--- src/lgp_pkg.sv ---
// Package for the shared LCD / general-purpose I/O ports C, D and E.
// Assumes an APB slave with 32-bit data and word-aligned registers.
package lgp_pkg;

  // ****************************************************************
  // Register indices and address width
  // ****************************************************************
  localparam logic [7:0] LGP_IDX_PORT_C_DATA = 8'h02;
  localparam logic [7:0] LGP_IDX_PORT_D_DATA = 8'h03;
  localparam logic [7:0] LGP_IDX_PORT_E_DATA = 8'h09;
  localparam logic [7:0] LGP_IDX_PORT_C_DIR = 8'h06;
  localparam logic [7:0] LGP_IDX_PORT_D_DIR = 8'h07;
  localparam logic [7:0] LGP_IDX_PORT_E_DIR = 8'h0a;
  localparam logic [7:0] LGP_IDX_LCD_CFG = 8'h10;
  localparam int LGP_ADDR_W = 12;

  // ****************************************************************
  // Field positions of the LCD routing register
  // ****************************************************************
  localparam int LGP_BIT_C_LOWER = 0;
  localparam int LGP_BIT_C_UPPER = 1;
  localparam int LGP_BIT_D = 2;
  localparam int LGP_BIT_E = 3;
  localparam int LGP_BIT_DISP_EN = 4;
  localparam int LGP_CFG_W = 5;

  // ****************************************************************
  // Reset values and port-C frontplane mask
  // ****************************************************************
  localparam logic [7:0] LGP_DIR_RESET = 8'h00;
  localparam logic [LGP_CFG_W-1:0] LGP_CFG_RESET = 5'h00;
  localparam logic [7:0] LGP_C_UPPER_MASK = 8'h30;
  localparam logic [7:0] LGP_C_LOWER_MASK = 8'h0f;

  // Bus state machine
  typedef enum logic [1:0] {
    LGP_IDLE = 2'b01,
    LGP_ACCESS = 2'b10
  } lgp_bus_state_t;

endpackage

--- src/lgp_sync2.sv ---
// Two-flop synchroniser for the 24 pin levels.
// Assumes pin inputs are asynchronous to pclk.
`timescale 1ns/10ps
module lgp_sync2 (
  input wire logic pclk,
  input wire logic presetn,
  input wire logic [23:0] d,
  output logic [23:0] q
);
  typedef struct packed {
    logic [23:0] meta_r;
    logic [23:0] sync_r;
  } lgp_sync_state_t;

  lgp_sync_state_t st_r;
  lgp_sync_state_t st_nxt;

  // Shift the pin level through two stages
  always_comb begin
    st_nxt = st_r;
    st_nxt.meta_r = d;
    st_nxt.sync_r = st_r.meta_r;
  end

  // State register
  always_ff @(posedge pclk or negedge presetn) begin
    if (!presetn) begin
      st_r <= '0;
    end else begin
      st_r <= st_nxt;
    end
  end

  assign q = st_r.sync_r;
endmodule

--- src/lgp_ports.sv ---
// Ports C, D and E: data latches, direction bits, pin read-back and
// LCD frontplane takeover, reached as an APB slave.
// Assumes a 25 MHz pclk, asynchronous pins, and an LCD driver that
// supplies frontplane levels.
//
// Summary of operation
// - Port C latch, untouched by reset
// - Port C direction: 1 output, reset clears
// - Port C read: latch if output, else pin
// - Data writes with pstrb[0] set always update latch
// - Port C frontplane groups under two enables
// - Port D latch, untouched by reset
// - Port D direction: 1 output, reset clears
// - Port D read: latch if output, else pin
// - Port D frontplanes when selected and enabled
// - Port E latch, untouched by reset
// - Port E direction: 1 output, reset clears
// - Port E read: latch if output, else pin
// - Port E frontplanes when selected and enabled
`timescale 1ns/10ps
module lgp_ports
  import lgp_pkg::*;
(
  input wire logic pclk,
  input wire logic presetn,
  input wire logic psel,
  input wire logic penable,
  input wire logic pwrite,
  input wire logic [lgp_pkg::LGP_ADDR_W-1:0] paddr,
  input wire logic [31:0] pwdata,
  input wire logic [3:0] pstrb,
  output logic [31:0] prdata,
  output logic pready,
  output logic pslverr,
  input wire logic [7:0] port_c_in,
  output logic [7:0] port_c_out,
  output logic [7:0] port_c_oe,
  input wire logic [7:0] port_d_in,
  output logic [7:0] port_d_out,
  output logic [7:0] port_d_oe,
  input wire logic [7:0] port_e_in,
  output logic [7:0] port_e_out,
  output logic [7:0] port_e_oe,
  input wire logic [24:3] frontplane_output,
  output logic display_driver_enable
);

  // ****************************************************************
  // State
  // ****************************************************************
  typedef struct packed {
    lgp_bus_state_t bus_r;
    logic [7:0] port_c_direction_r;
    logic [7:0] port_d_direction_r;
    logic [7:0] port_e_direction_r;
    logic [LGP_CFG_W-1:0] cfg_r;
    logic [31:0] rdata_r;
    logic err_r;
  } lgp_state_t;

  lgp_state_t st_r;
  lgp_state_t st_nxt;
  // Latches live outside the reset domain since reset leaves them alone
  logic [7:0] port_c_data_r;
  logic [7:0] port_d_data_r;
  logic [7:0] port_e_data_r;
  logic [23:0] pins_sync;
  logic [7:0] c_pin;
  logic [7:0] d_pin;
  logic [7:0] e_pin;
  logic [7:0] c_lcd;
  logic [7:0] d_lcd;
  logic [7:0] e_lcd;
  logic [7:0] idx;
  logic addr_ok;
  logic wr_go;
  logic wr_byte;

  // Byte address bits 9:2 to register index; misaligned or out-of-range is refused by addr_ok
  function automatic logic [7:0] addr_idx(input logic [LGP_ADDR_W-1:0] a);
    return a[9:2];
  endfunction

  // Per-bit read-back: latch where output, synchronised pin where input
  function automatic logic [7:0] pin_view(input logic [7:0] dir, input logic [7:0] lat,
                                          input logic [7:0] pin);
    return (dir & lat) | (~dir & pin);
  endfunction

  // ****************************************************************
  // Pin input synchronisation
  // ****************************************************************
  lgp_sync2 u_sync (
    .pclk(pclk),
    .presetn(presetn),
    .d({port_e_in, port_d_in, port_c_in}),
    .q(pins_sync)
  );
  assign c_pin = pins_sync[7:0];
  assign d_pin = pins_sync[15:8];
  assign e_pin = pins_sync[23:16];

  // ****************************************************************
  // Address decode
  // ****************************************************************
  assign idx = addr_idx(paddr);
  assign addr_ok = (paddr[1:0] == 2'b00) && (paddr[LGP_ADDR_W-1:10] == '0) &&
                   (idx == LGP_IDX_PORT_C_DATA || idx == LGP_IDX_PORT_D_DATA ||
                    idx == LGP_IDX_PORT_E_DATA || idx == LGP_IDX_PORT_C_DIR ||
                    idx == LGP_IDX_PORT_D_DIR || idx == LGP_IDX_PORT_E_DIR ||
                    idx == LGP_IDX_LCD_CFG);
  assign wr_go = psel && penable && pready && pwrite && addr_ok;
  assign wr_byte = wr_go && pstrb[0];

  // ****************************************************************
  // LCD frontplane selection
  // ****************************************************************
  assign display_driver_enable = st_r.cfg_r[LGP_BIT_DISP_EN];
  assign c_lcd = ({8{display_driver_enable && st_r.cfg_r[LGP_BIT_C_UPPER]}} &
                  LGP_C_UPPER_MASK) |
                 ({8{display_driver_enable && st_r.cfg_r[LGP_BIT_C_LOWER]}} &
                  LGP_C_LOWER_MASK);
  assign d_lcd = {8{display_driver_enable && st_r.cfg_r[LGP_BIT_D]}};
  assign e_lcd = {8{display_driver_enable && st_r.cfg_r[LGP_BIT_E]}};

  // Frontplane takes the pin and forces the buffer on
  always_comb begin
    port_c_out = (c_lcd & {2'b00, frontplane_output[24:19]}) |
                 (~c_lcd & port_c_data_r);
    port_c_oe = c_lcd | st_r.port_c_direction_r;
    port_d_out = (d_lcd & frontplane_output[18:11]) | (~d_lcd & port_d_data_r);
    port_d_oe = d_lcd | st_r.port_d_direction_r;
    port_e_out = (e_lcd & frontplane_output[10:3]) | (~e_lcd & port_e_data_r);
    port_e_oe = e_lcd | st_r.port_e_direction_r;
  end

  // ****************************************************************
  // Data latches, no reset
  // ****************************************************************
  // Latch takes every data write with pstrb[0] set, whatever the direction
  always_ff @(posedge pclk) begin
    if (wr_byte && idx == LGP_IDX_PORT_C_DATA) begin
      port_c_data_r <= pwdata[7:0];
    end
    if (wr_byte && idx == LGP_IDX_PORT_D_DATA) begin
      port_d_data_r <= pwdata[7:0];
    end
    if (wr_byte && idx == LGP_IDX_PORT_E_DATA) begin
      port_e_data_r <= pwdata[7:0];
    end
  end

  // ****************************************************************
  // APB slave and control registers
  // ****************************************************************
  always_comb begin
    st_nxt = st_r;
    unique case (st_r.bus_r)
      LGP_IDLE: begin
        if (psel && !penable) begin
          st_nxt.bus_r = LGP_ACCESS;
          st_nxt.err_r = !addr_ok;
          st_nxt.rdata_r = '0;
          unique case (idx)
            LGP_IDX_PORT_C_DATA: st_nxt.rdata_r[7:0] =
              pin_view(st_r.port_c_direction_r, port_c_data_r, c_pin);
            LGP_IDX_PORT_D_DATA: st_nxt.rdata_r[7:0] =
              pin_view(st_r.port_d_direction_r, port_d_data_r, d_pin);
            LGP_IDX_PORT_E_DATA: st_nxt.rdata_r[7:0] =
              pin_view(st_r.port_e_direction_r, port_e_data_r, e_pin);
            LGP_IDX_PORT_C_DIR: st_nxt.rdata_r[7:0] = st_r.port_c_direction_r;
            LGP_IDX_PORT_D_DIR: st_nxt.rdata_r[7:0] = st_r.port_d_direction_r;
            LGP_IDX_PORT_E_DIR: st_nxt.rdata_r[7:0] = st_r.port_e_direction_r;
            LGP_IDX_LCD_CFG: st_nxt.rdata_r[LGP_CFG_W-1:0] = st_r.cfg_r;
            default: st_nxt.rdata_r = '0;
          endcase
          if (!addr_ok) begin
            st_nxt.rdata_r = '0;
          end
        end
      end
      LGP_ACCESS: begin
        st_nxt.bus_r = LGP_IDLE;
        if (wr_byte) begin
          if (idx == LGP_IDX_PORT_C_DIR) begin
            st_nxt.port_c_direction_r = pwdata[7:0];
          end
          if (idx == LGP_IDX_PORT_D_DIR) begin
            st_nxt.port_d_direction_r = pwdata[7:0];
          end
          if (idx == LGP_IDX_PORT_E_DIR) begin
            st_nxt.port_e_direction_r = pwdata[7:0];
          end
          if (idx == LGP_IDX_LCD_CFG) begin
            st_nxt.cfg_r = pwdata[LGP_CFG_W-1:0];
          end
        end
      end
      default: st_nxt.bus_r = LGP_IDLE;
    endcase
  end

  // State register; direction bits clear to input on reset
  always_ff @(posedge pclk or negedge presetn) begin
    if (!presetn) begin
      st_r.bus_r <= LGP_IDLE;
      st_r.port_c_direction_r <= LGP_DIR_RESET;
      st_r.port_d_direction_r <= LGP_DIR_RESET;
      st_r.port_e_direction_r <= LGP_DIR_RESET;
      st_r.cfg_r <= LGP_CFG_RESET;
      st_r.rdata_r <= '0;
      st_r.err_r <= 1'b0;
    end else begin
      st_r <= st_nxt;
    end
  end

  // Answer in the access phase, one cycle after setup
  assign pready = (st_r.bus_r == LGP_ACCESS);
  assign pslverr = pready && st_r.err_r;
  assign prdata = pready ? st_r.rdata_r : 32'h0000_0000;

  // ****************************************************************
  // Checks
  // ****************************************************************
  // Register writes land at the access edge
  a_dir_c_write: assert property (@(posedge pclk) disable iff (!presetn)
    (wr_byte && pready && idx == LGP_IDX_PORT_C_DIR) |=> (st_r.port_c_direction_r ==
    $past(pwdata[7:0]))) else $error("port c direction not written");
  a_dir_d_write: assert property (@(posedge pclk) disable iff (!presetn)
    (wr_byte && pready && idx == LGP_IDX_PORT_D_DIR) |=> (st_r.port_d_direction_r ==
    $past(pwdata[7:0]))) else $error("port d direction not written");
  a_dir_e_write: assert property (@(posedge pclk) disable iff (!presetn)
    (wr_byte && pready && idx == LGP_IDX_PORT_E_DIR) |=> (st_r.port_e_direction_r ==
    $past(pwdata[7:0]))) else $error("port e direction not written");
  a_latch_write: assert property (@(posedge pclk) disable iff (!presetn)
    (wr_byte && idx == LGP_IDX_PORT_C_DATA) |=> (port_c_data_r == $past(pwdata[7:0])))
    else $error("port c latch missed a write");
  a_latch_d_write: assert property (@(posedge pclk) disable iff (!presetn)
    (wr_byte && idx == LGP_IDX_PORT_D_DATA) |=> (port_d_data_r == $past(pwdata[7:0])))
    else $error("port d latch missed a write");
  a_latch_e_write: assert property (@(posedge pclk) disable iff (!presetn)
    (wr_byte && idx == LGP_IDX_PORT_E_DATA) |=> (port_e_data_r == $past(pwdata[7:0])))
    else $error("port e latch missed a write");

  // Read data mixes latch and pin per direction bit
  a_read_c_view: assert property (@(posedge pclk) disable iff (!presetn)
    (psel && !penable && !pready && idx == LGP_IDX_PORT_C_DATA && addr_ok) |=>
    (prdata[7:0] == (($past(st_r.port_c_direction_r) & $past(port_c_data_r)) |
    (~$past(st_r.port_c_direction_r) & $past(c_pin)))))
    else $error("port c read mixes latch and pin wrongly");
  a_read_d_view: assert property (@(posedge pclk) disable iff (!presetn)
    (psel && !penable && !pready && idx == LGP_IDX_PORT_D_DATA && addr_ok) |=>
    (prdata[7:0] == (($past(st_r.port_d_direction_r) & $past(port_d_data_r)) |
    (~$past(st_r.port_d_direction_r) & $past(d_pin)))))
    else $error("port d read mixes latch and pin wrongly");
  a_read_e_view: assert property (@(posedge pclk) disable iff (!presetn)
    (psel && !penable && !pready && idx == LGP_IDX_PORT_E_DATA && addr_ok) |=>
    (prdata[7:0] == (($past(st_r.port_e_direction_r) & $past(port_e_data_r)) |
    (~$past(st_r.port_e_direction_r) & $past(e_pin)))))
    else $error("port e read mixes latch and pin wrongly");

  // Pin ownership: frontplane when selected, otherwise general I/O
  a_c_upper_lcd: assert property (@(posedge pclk) disable iff (!presetn)
    (display_driver_enable && st_r.cfg_r[LGP_BIT_C_UPPER]) |->
    (port_c_oe[5:4] == 2'b11 && port_c_out[5:4] == frontplane_output[24:23]))
    else $error("port c upper frontplane not routed");
  a_c_lower_lcd: assert property (@(posedge pclk) disable iff (!presetn)
    (display_driver_enable && st_r.cfg_r[LGP_BIT_C_LOWER]) |->
    (port_c_oe[3:0] == 4'hf && port_c_out[3:0] == frontplane_output[22:19]))
    else $error("port c lower frontplane not routed");
  a_d_lcd_route: assert property (@(posedge pclk) disable iff (!presetn)
    (display_driver_enable && st_r.cfg_r[LGP_BIT_D]) |->
    (port_d_oe == 8'hff && port_d_out == frontplane_output[18:11]))
    else $error("port d frontplane not routed");
  a_e_lcd_route: assert property (@(posedge pclk) disable iff (!presetn)
    (display_driver_enable && st_r.cfg_r[LGP_BIT_E]) |->
    (port_e_oe == 8'hff && port_e_out == frontplane_output[10:3]))
    else $error("port e frontplane not routed");
  // Latches power up unknown, so the latch path is compared case-exact
  a_d_gpio_mode: assert property (@(posedge pclk) disable iff (!presetn)
    !(display_driver_enable && st_r.cfg_r[LGP_BIT_D]) |->
    (port_d_oe == st_r.port_d_direction_r && port_d_out === port_d_data_r))
    else $error("port d not general io");
  a_e_gpio_mode: assert property (@(posedge pclk) disable iff (!presetn)
    !(display_driver_enable && st_r.cfg_r[LGP_BIT_E]) |->
    (port_e_oe == st_r.port_e_direction_r && port_e_out === port_e_data_r))
    else $error("port e not general io");
  a_c_low_gpio: assert property (@(posedge pclk) disable iff (!presetn)
    !(display_driver_enable && st_r.cfg_r[LGP_BIT_C_LOWER]) |->
    (port_c_oe[3:0] == st_r.port_c_direction_r[3:0] && port_c_out[3:0] ===
    port_c_data_r[3:0])) else $error("port c lower bits not general io");
  a_c_top_gpio: assert property (@(posedge pclk) disable iff (!presetn)
    (port_c_oe[7:6] == st_r.port_c_direction_r[7:6] && port_c_out[7:6] ===
    port_c_data_r[7:6])) else $error("port c top bits not general io");

  // Bus answer: one access cycle, refused transfers read zero
  a_ready_single: assert property (@(posedge pclk) disable iff (!presetn)
    pready |=> !pready) else $error("ready held past one cycle");
  a_refuse_zero: assert property (@(posedge pclk) disable iff (!presetn)
    pslverr |-> (prdata == 32'h0000_0000)) else $error("refused transfer returned data");

endmodule

--- config.mk ---
export PLATFORM = sky130hd
export DESIGN_NAME = lgp_ports
export DESIGN_NICKNAME = d
export VERILOG_FILES = /design/src/lgp_pkg.sv /design/src/lgp_sync2.sv /design/src/lgp_ports.sv
export SDC_FILE = /design/constraint.sdc
export NUM_CORES = 1
export LEC_CHECK = 0
export ABC_AREA = 1
export BUFFER_PORTS_ARGS = -buffer_cell sky130_fd_sc_hd__buf_2
export CAP_MARGIN = 25
export CORE_AREA = 2 2 110 112
export DETAILED_ROUTE_END_ITERATION = 8
export DIE_AREA = 0 0 112 114
export PLACE_DENSITY = 0.75
export SLEW_MARGIN = 20
export SYNTH_ARGS = -nofsm -noshare
export SYNTH_HDL_FRONTEND = slang
export SYNTH_SLANG_ARGS = --single-unit
--- constraint.sdc ---
create_clock -name pclk -period 1.8 [get_ports pclk]
set_input_delay 0.18 -clock pclk [delete_from_list [all_inputs] [get_ports pclk]]
set_output_delay 0.18 -clock pclk [all_outputs]
set_load 0.02 [all_outputs]
Word level (Yosys, flattened, before mapping)

Index checks and enable logic that the tools add are counted.

Output and inout port bits: 83
Input bits: 99
Word-level logic and storage cells: 87
Register bits: 136

Mux-type cells: 6
Eq/ne operators: 10
Bitwise gates (word level): 28
Reductions and logical operators: 31

Operators by type and width:

| operator             | number |
|---|---|
| $and A8 B8 Y8        | 11 |
| $or A8 B8 Y8         | 7 |
| $not A8 Y8           | 5 |
| $pmux W5 S7          | 1 |
| $mux W32             | 1 |
| $pmux W3 S6          | 1 |
| $eq A8 B2 Y1 const B | 2 |
| $eq A8 B3 Y1 const B | 2 |
| $eq A8 B4 Y1 const B | 2 |
| $logic_and A1 B1 Y1  | 16 |
| $or A6 B8 Y8         | 2 |
| $reduce_and A3 Y1    | 4 |
| $eq A8 B5 Y1 const B | 1 |
| $mux W8              | 1 |
| $not A6 Y8           | 1 |
| $and A6 B6 Y6        | 1 |
| $logic_or A1 B1 Y1   | 6 |
| $or A6 B4 Y6         | 1 |
| $logic_not A2 Y1     | 2 |
| $mux W2              | 2 |
| $eq A2 B1 Y1 const B | 1 |
| $eq A2 B2 Y1 const B | 1 |
| $logic_not A1 Y1     | 2 |
| $ne A2 B2 Y1 const B | 1 |
| $reduce_and A2 Y1    | 1 |

Logic depth before layout (Yosys ltp)

Depth in word-level cells: 11
Mapped depth: 11
Depth with buffers taken out: 11

By module

From an unflattened synthesis, not the netlist that was laid out.

Cell total of the unflattened synthesis: 549
Area, all modules: 5,101.1 µm²

Modules (own cells, without submodules):

| module    | area each (µm²) | times used | cells each | sequential area each (µm²) |
|---|---|---|---|---|
| lgp_ports | 3,900.0         | 1          | 501        | 1,722.9 |
| lgp_sync2 | 1,201.2         | 1          | 48         | 1,201.2 |

Least setup slack after synthesis

Ideal clock, no wire load.

Kind: register to register
From: register st_r[62] in the netlist's numbering
To: register port_c_data_r[0], enable pin
Buffers on the path: 0
Library setup time: 371 ps
Slack: -200 ps
Cell stages (with the launch flop): 5
Data required time: 1,429 ps
Clock period less this slack: 2,000 ps
Arrival time: 1,629 ps
Cell sequence: dfstp_2 -> or2_2 -> nor2_1 -> nand3_4 -> nor2_1

Longest elaborated chain between the ends: 6

Ends and longest elaborated chain:

| element                          | RTL line         | RTL |
|---|---|---|
| from (decl)                      | lgp_ports.sv:61  | `lgp_state_t st_r;` |
| from (signal assigned)           | lgp_ports.sv:214 | `st_r <= st_nxt;` |
| $eq A2 B2 Y1                     | lgp_ports.sv:219 | `assign pready = (st_r.bus_r == LGP_ACCESS);` |
| $logic_and A1 B1 Y1 (3 in a row) | lgp_ports.sv:112 | `assign wr_go = psel && penable && pready && pwrite && addr_ok;` |
| $logic_and A1 B1 Y1              | lgp_ports.sv:113 | `assign wr_byte = wr_go && pstrb[0];` |
| $logic_and A1 B1 Y1              | lgp_ports.sv:142 | `if (wr_byte && idx == LGP_IDX_PORT_C_DATA) begin` |
| to (signal assigned)             | lgp_ports.sv:143 | `port_c_data_r <= pwdata[7:0];` |
| to (decl)                        | lgp_ports.sv:64  | `logic [7:0] port_c_data_r;` |

Every way passes these cells.
A chain may end at the register's enable or synchronous reset.

Final worst setup path

From: register st_r (netlist bit display_driver_enable)
To: output port port_d_out[0]

Longest elaborated chain between the ends: 4
Elaborated cells between the ends (all ways): 5
Classes of those cells: 4 x bitwise; 1 x reduce/logical

Ends and longest elaborated chain:

| element               | RTL line         | RTL |
|---|---|---|
| $logic_and A1 B1 Y1 * | lgp_ports.sv:123 | `assign d_lcd = {8{display_driver_enable && st_r.cfg_r[LGP_BIT_D]}};` |
| $not A8 Y8            | lgp_ports.sv:131 | `port_d_out = (d_lcd & frontplane_output[18:11]) \| (~d_lcd & port_d_data_r);` |
| $and A8 B8 Y8         | lgp_ports.sv:131 |  |
| $or A8 B8 Y8 *        | lgp_ports.sv:131 |  |
| to (decl)             | lgp_ports.sv:39  | `output logic [7:0] port_d_out,` |

Every way passes the cells marked *; elsewhere a longest branch is shown, timed or not.

==> impl_metrics.csv <==
group,metric,value,unit
hold_path,holdCritPathClass,"input port to flop",
logic_synthesis,netlist.area_leader.share,0.424,
worst_setup_path,rrSetupSlack,0.10,ns
placed_design,place_inst,861,
power,p_sw,1.10,mW
sta,rsz0062_at_grt,"yes",
job,cap_violations,0,
worst_setup_path,end_kind,"primary output",
routing,via_per_inst,4.75,
floorplanning,io_pins,182,
placed_design,pre_cts_slack,0.0353,ns
sta,slew_viol_final,0,
cts,cts_max_path_buffers,2,
power,internal_power,3.75,mW
global_route,grt_pass1_wl,20900,um
placed_design,dp_hpwl,10200,um
routing,routed_wl,13400,um
routing,drc,0,
sta,final.setup.tns,0,ns
layout,fin_area,6640,um2
logic_synthesis,synth_ff_type,"dfrtp_1",
power,p_clk_frac,0.382,
cts,cts_htree_levels,3,
worst_setup_path,cp_data_arrival_time,1.62,ns
sta,relSlewSlack,0.621,
power,p_sw_frac,0.227,
cts,clkLatencyLatePin,0.35,ns
layout,finalNonFillerCells,904,
global_route,grt_max_degree,43,
power,comb_power_share,0.070,
logic_synthesis,syn_area_per_cell,9.11,um2
logic_synthesis,ys_ff_latch,112,
logic_synthesis,synthTopCellsByCount,"229 x nand2_1, 87 x dfrtp_1, 44 x inv_1",
logic_synthesis,synth.distinct_cells,31,
worst_setup_path,cp-start-kind,"flop",
floorplanning,coreArea,11700,um2
global_route,grtUsageTotal,0.211,
power,seq_power_share,0.549,
floorplanning,start_util,0.438,
worst_setup_path,critical_path_required,1.62,ns
routing,drtIter0Drc,209,
floorplanning,die_x,112,um
sta,tightest_slew,0.569,ns
logic_synthesis,synth_most_common_cell,"nand2_1",
power,p_leak,3.52,nW
sta,finalCriticalPeriod,1.80,ns
routing,wl_per_cell,14.8,um
layout,nNetsFinal,851,
logic_synthesis,syn-cell-area,5130,um2
routing,vias,4296,
layout,n_antenna_cell,0,
floorplanning,die_h,114,um
placed_design,place_area,6090,um2
sta,setup_ws,0.0000292,ns
placed_design,port_buffers,130,
logic_synthesis,async_reset_ff_frac,0.786,
logic_synthesis,yosysSeqAreaShare,0.570,
sta,fin_crit_sh,1.00,
power,vdd_ir_drop_max,0.470,mV
logic_synthesis,synth_area_leader_cell,"dfrtp_1",
global_route,antenna_found_initial,0,
power,power.density,731,nW/um2
layout,layout-drive-gt1-share,0.308,
outcome,status,"finished clean",
floorplanning,rows,40,
cts,root_buffer,"clkbuf_16",
cts,clk_pin_slew,0.07,ns
sta,setup_violations,0,
logic_synthesis,synth.top_cells.by_area,"dfrtp_1 42%, nand2_1 17%, edfxtp_1 14%",
placed_design,gp_congestion,0.901,
global_route,grt-ovfl-total,0,
worst_setup_path,critical_path_class,"flop to primary output",
global_route,grt_pass1_vias,4103,
layout,syn_to_final_growth,29.5,%
sta,hold_violations,0,
cts,cts_made_buffers,9,
logic_synthesis,synth_edf_count,24,
worst_setup_path,path_max_fanout,14,
floorplanning,die_area,12800,um2
cts,cts_tree,"yes",
sta,fin_worst_skew,0.00349,ns
logic_synthesis,yosys_warnings,0,
routing,first_pass_iters,5,
cts,numClockSinks,112,
routing,antenna_left,0,
sta,timing.fmax,0.556,GHz
logic_synthesis,netlist_instances,563,
[through the flow]
step / hold slack, ns / utilization / total power [mW]
CTS: 0.122 / 0.565 / 4.90
detailed placement: 0.213 / 0.520 / 3.01
floorplan: -0.116 / - / 2.86
global route: 0.120 / 0.567 / 5.04
finish: 0.134 / 0.567 / 4.86
global placement: 0.195 / 0.520 / 3.00
[power groups by stage]
stage | combinational, mW | clock [mW] | sequential (mW)
3_5_place_dp | 0.297 | 0 | 2.71
2_1_floorplan | 0.154 | 0 | 2.71
5_1_grt | 0.371 | 2.00 | 2.67
3_3_place_gp | 0.290 | 0 | 2.71
4_1_cts | 0.340 | 1.89 | 2.66
6_report | 0.338 | 1.85 | 2.66
[cell type report]
type / instances / area (um2)
Timing Repair Buffer: 188 / 1190
Clock inverter: 5 / 32.5
Inverter: 53 / 199
Tap cell: 147 / 184
Multi-Input combinational cell: 388 / 1870
Clock buffer: 11 / 243
Sequential cell: 112 / 2930
Fill cell: 1039 / 5070
[per-layer routing]
metal  GRT usage  routed length [um]
met5           0                   0
met1       0.287                6090
met4      0.0732                 176
met3      0.0308                 682
met2       0.350                6430
[cell usage in the layout, fill, tap and decap left out, types with 2 or more instances in the layout]
| cell type | instances |
|---|---|
| a21oi_1 | 2 |
| dfrtp_1 | 86 |
| buf_4 | 30 |
| edfxtp_1 | 24 |
| buf_2 | 129 |
| nand3_1 | 21 |
| clkinvlp_4 | 2 |
| dlygate4sd3_1 | 25 |
| mux2_2 | 20 |
| clkbuf_16 | 9 |
| nand2_2 | 6 |
| a21boi_0 | 2 |
| nor2_2 | 9 |
| or2_2 | 2 |
| nand2_1 | 229 |
| o21ai_1 | 8 |
| nor2_1 | 27 |
| nor3_1 | 4 |
| nand4_1 | 10 |
| inv_2 | 8 |
| nor2_8 | 4 |
| inv_1 | 44 |
| o21ai_0 | 12 |
| conb_1 | 24 |
| buf_12 | 2 |
| clkinv_1 | 2 |
[state kept, by name (all words and copies together) (netlist names)]
signal	flops
display_driver_enable	1
port_e_data_r	8
st_r	39
u_sync.st_nxt	24
port_c_data_r	8
u_sync.q	24
port_d_data_r	8
[cell families (layout without fill, tap and decap cells)]
group | count (synthesis) | count (layout) | share of synthesized area
DFF | 112 | 112 | 0.570
muxes | 20 | 20 | 0.0439
AOI/OAI and AO/OA | 25 | 25 | 0.0259
buffers and inverters | 86 | 257 | 0.0834
and+or+nand+nor | 319 | 319 | 0.276
other | 1 | 24 | 0.000731
[worst max-delay path, stage by stage (launching register included)]
cell	delay, ns
dfrtp_2	0.46
nand2_1	0.10
buf_6	0.18
mux2_2	0.37
buf_2	0.17
[path summary, 6_finish.rpt]
path | to | depth (start not counted) | from
max | port_d_out[0] | 4 | display_driver_enable$_DFFE_PN0P_
min | port_d_data_r[4]$_DFFE_PP_ | 1 | pwdata[4]
max reg2reg | port_d_data_r[1]$_DFFE_PP_ | 5 | st_r[62]$_DFFE_PN1P_
min reg2reg | u_sync.q[11]$_DFF_PN0_ | 0 | u_sync.st_nxt[11]$_DFF_PN0_
max in group asynchronous | u_sync.q[11]$_DFF_PN0_ | 3 | presetn
min in group asynchronous | u_sync.st_nxt[14]$_DFF_PN0_ | 2 | presetn
[what timing repair did]
action,CTS,global route
hold buffers,25,0
gates resized for setup,3,2
buffers inserted,0,2
pin swaps,0,0
hold endpoints to repair,62,0
setup endpoints to repair,19,53
No activity file was read; power rests on OpenSTA's default activity.
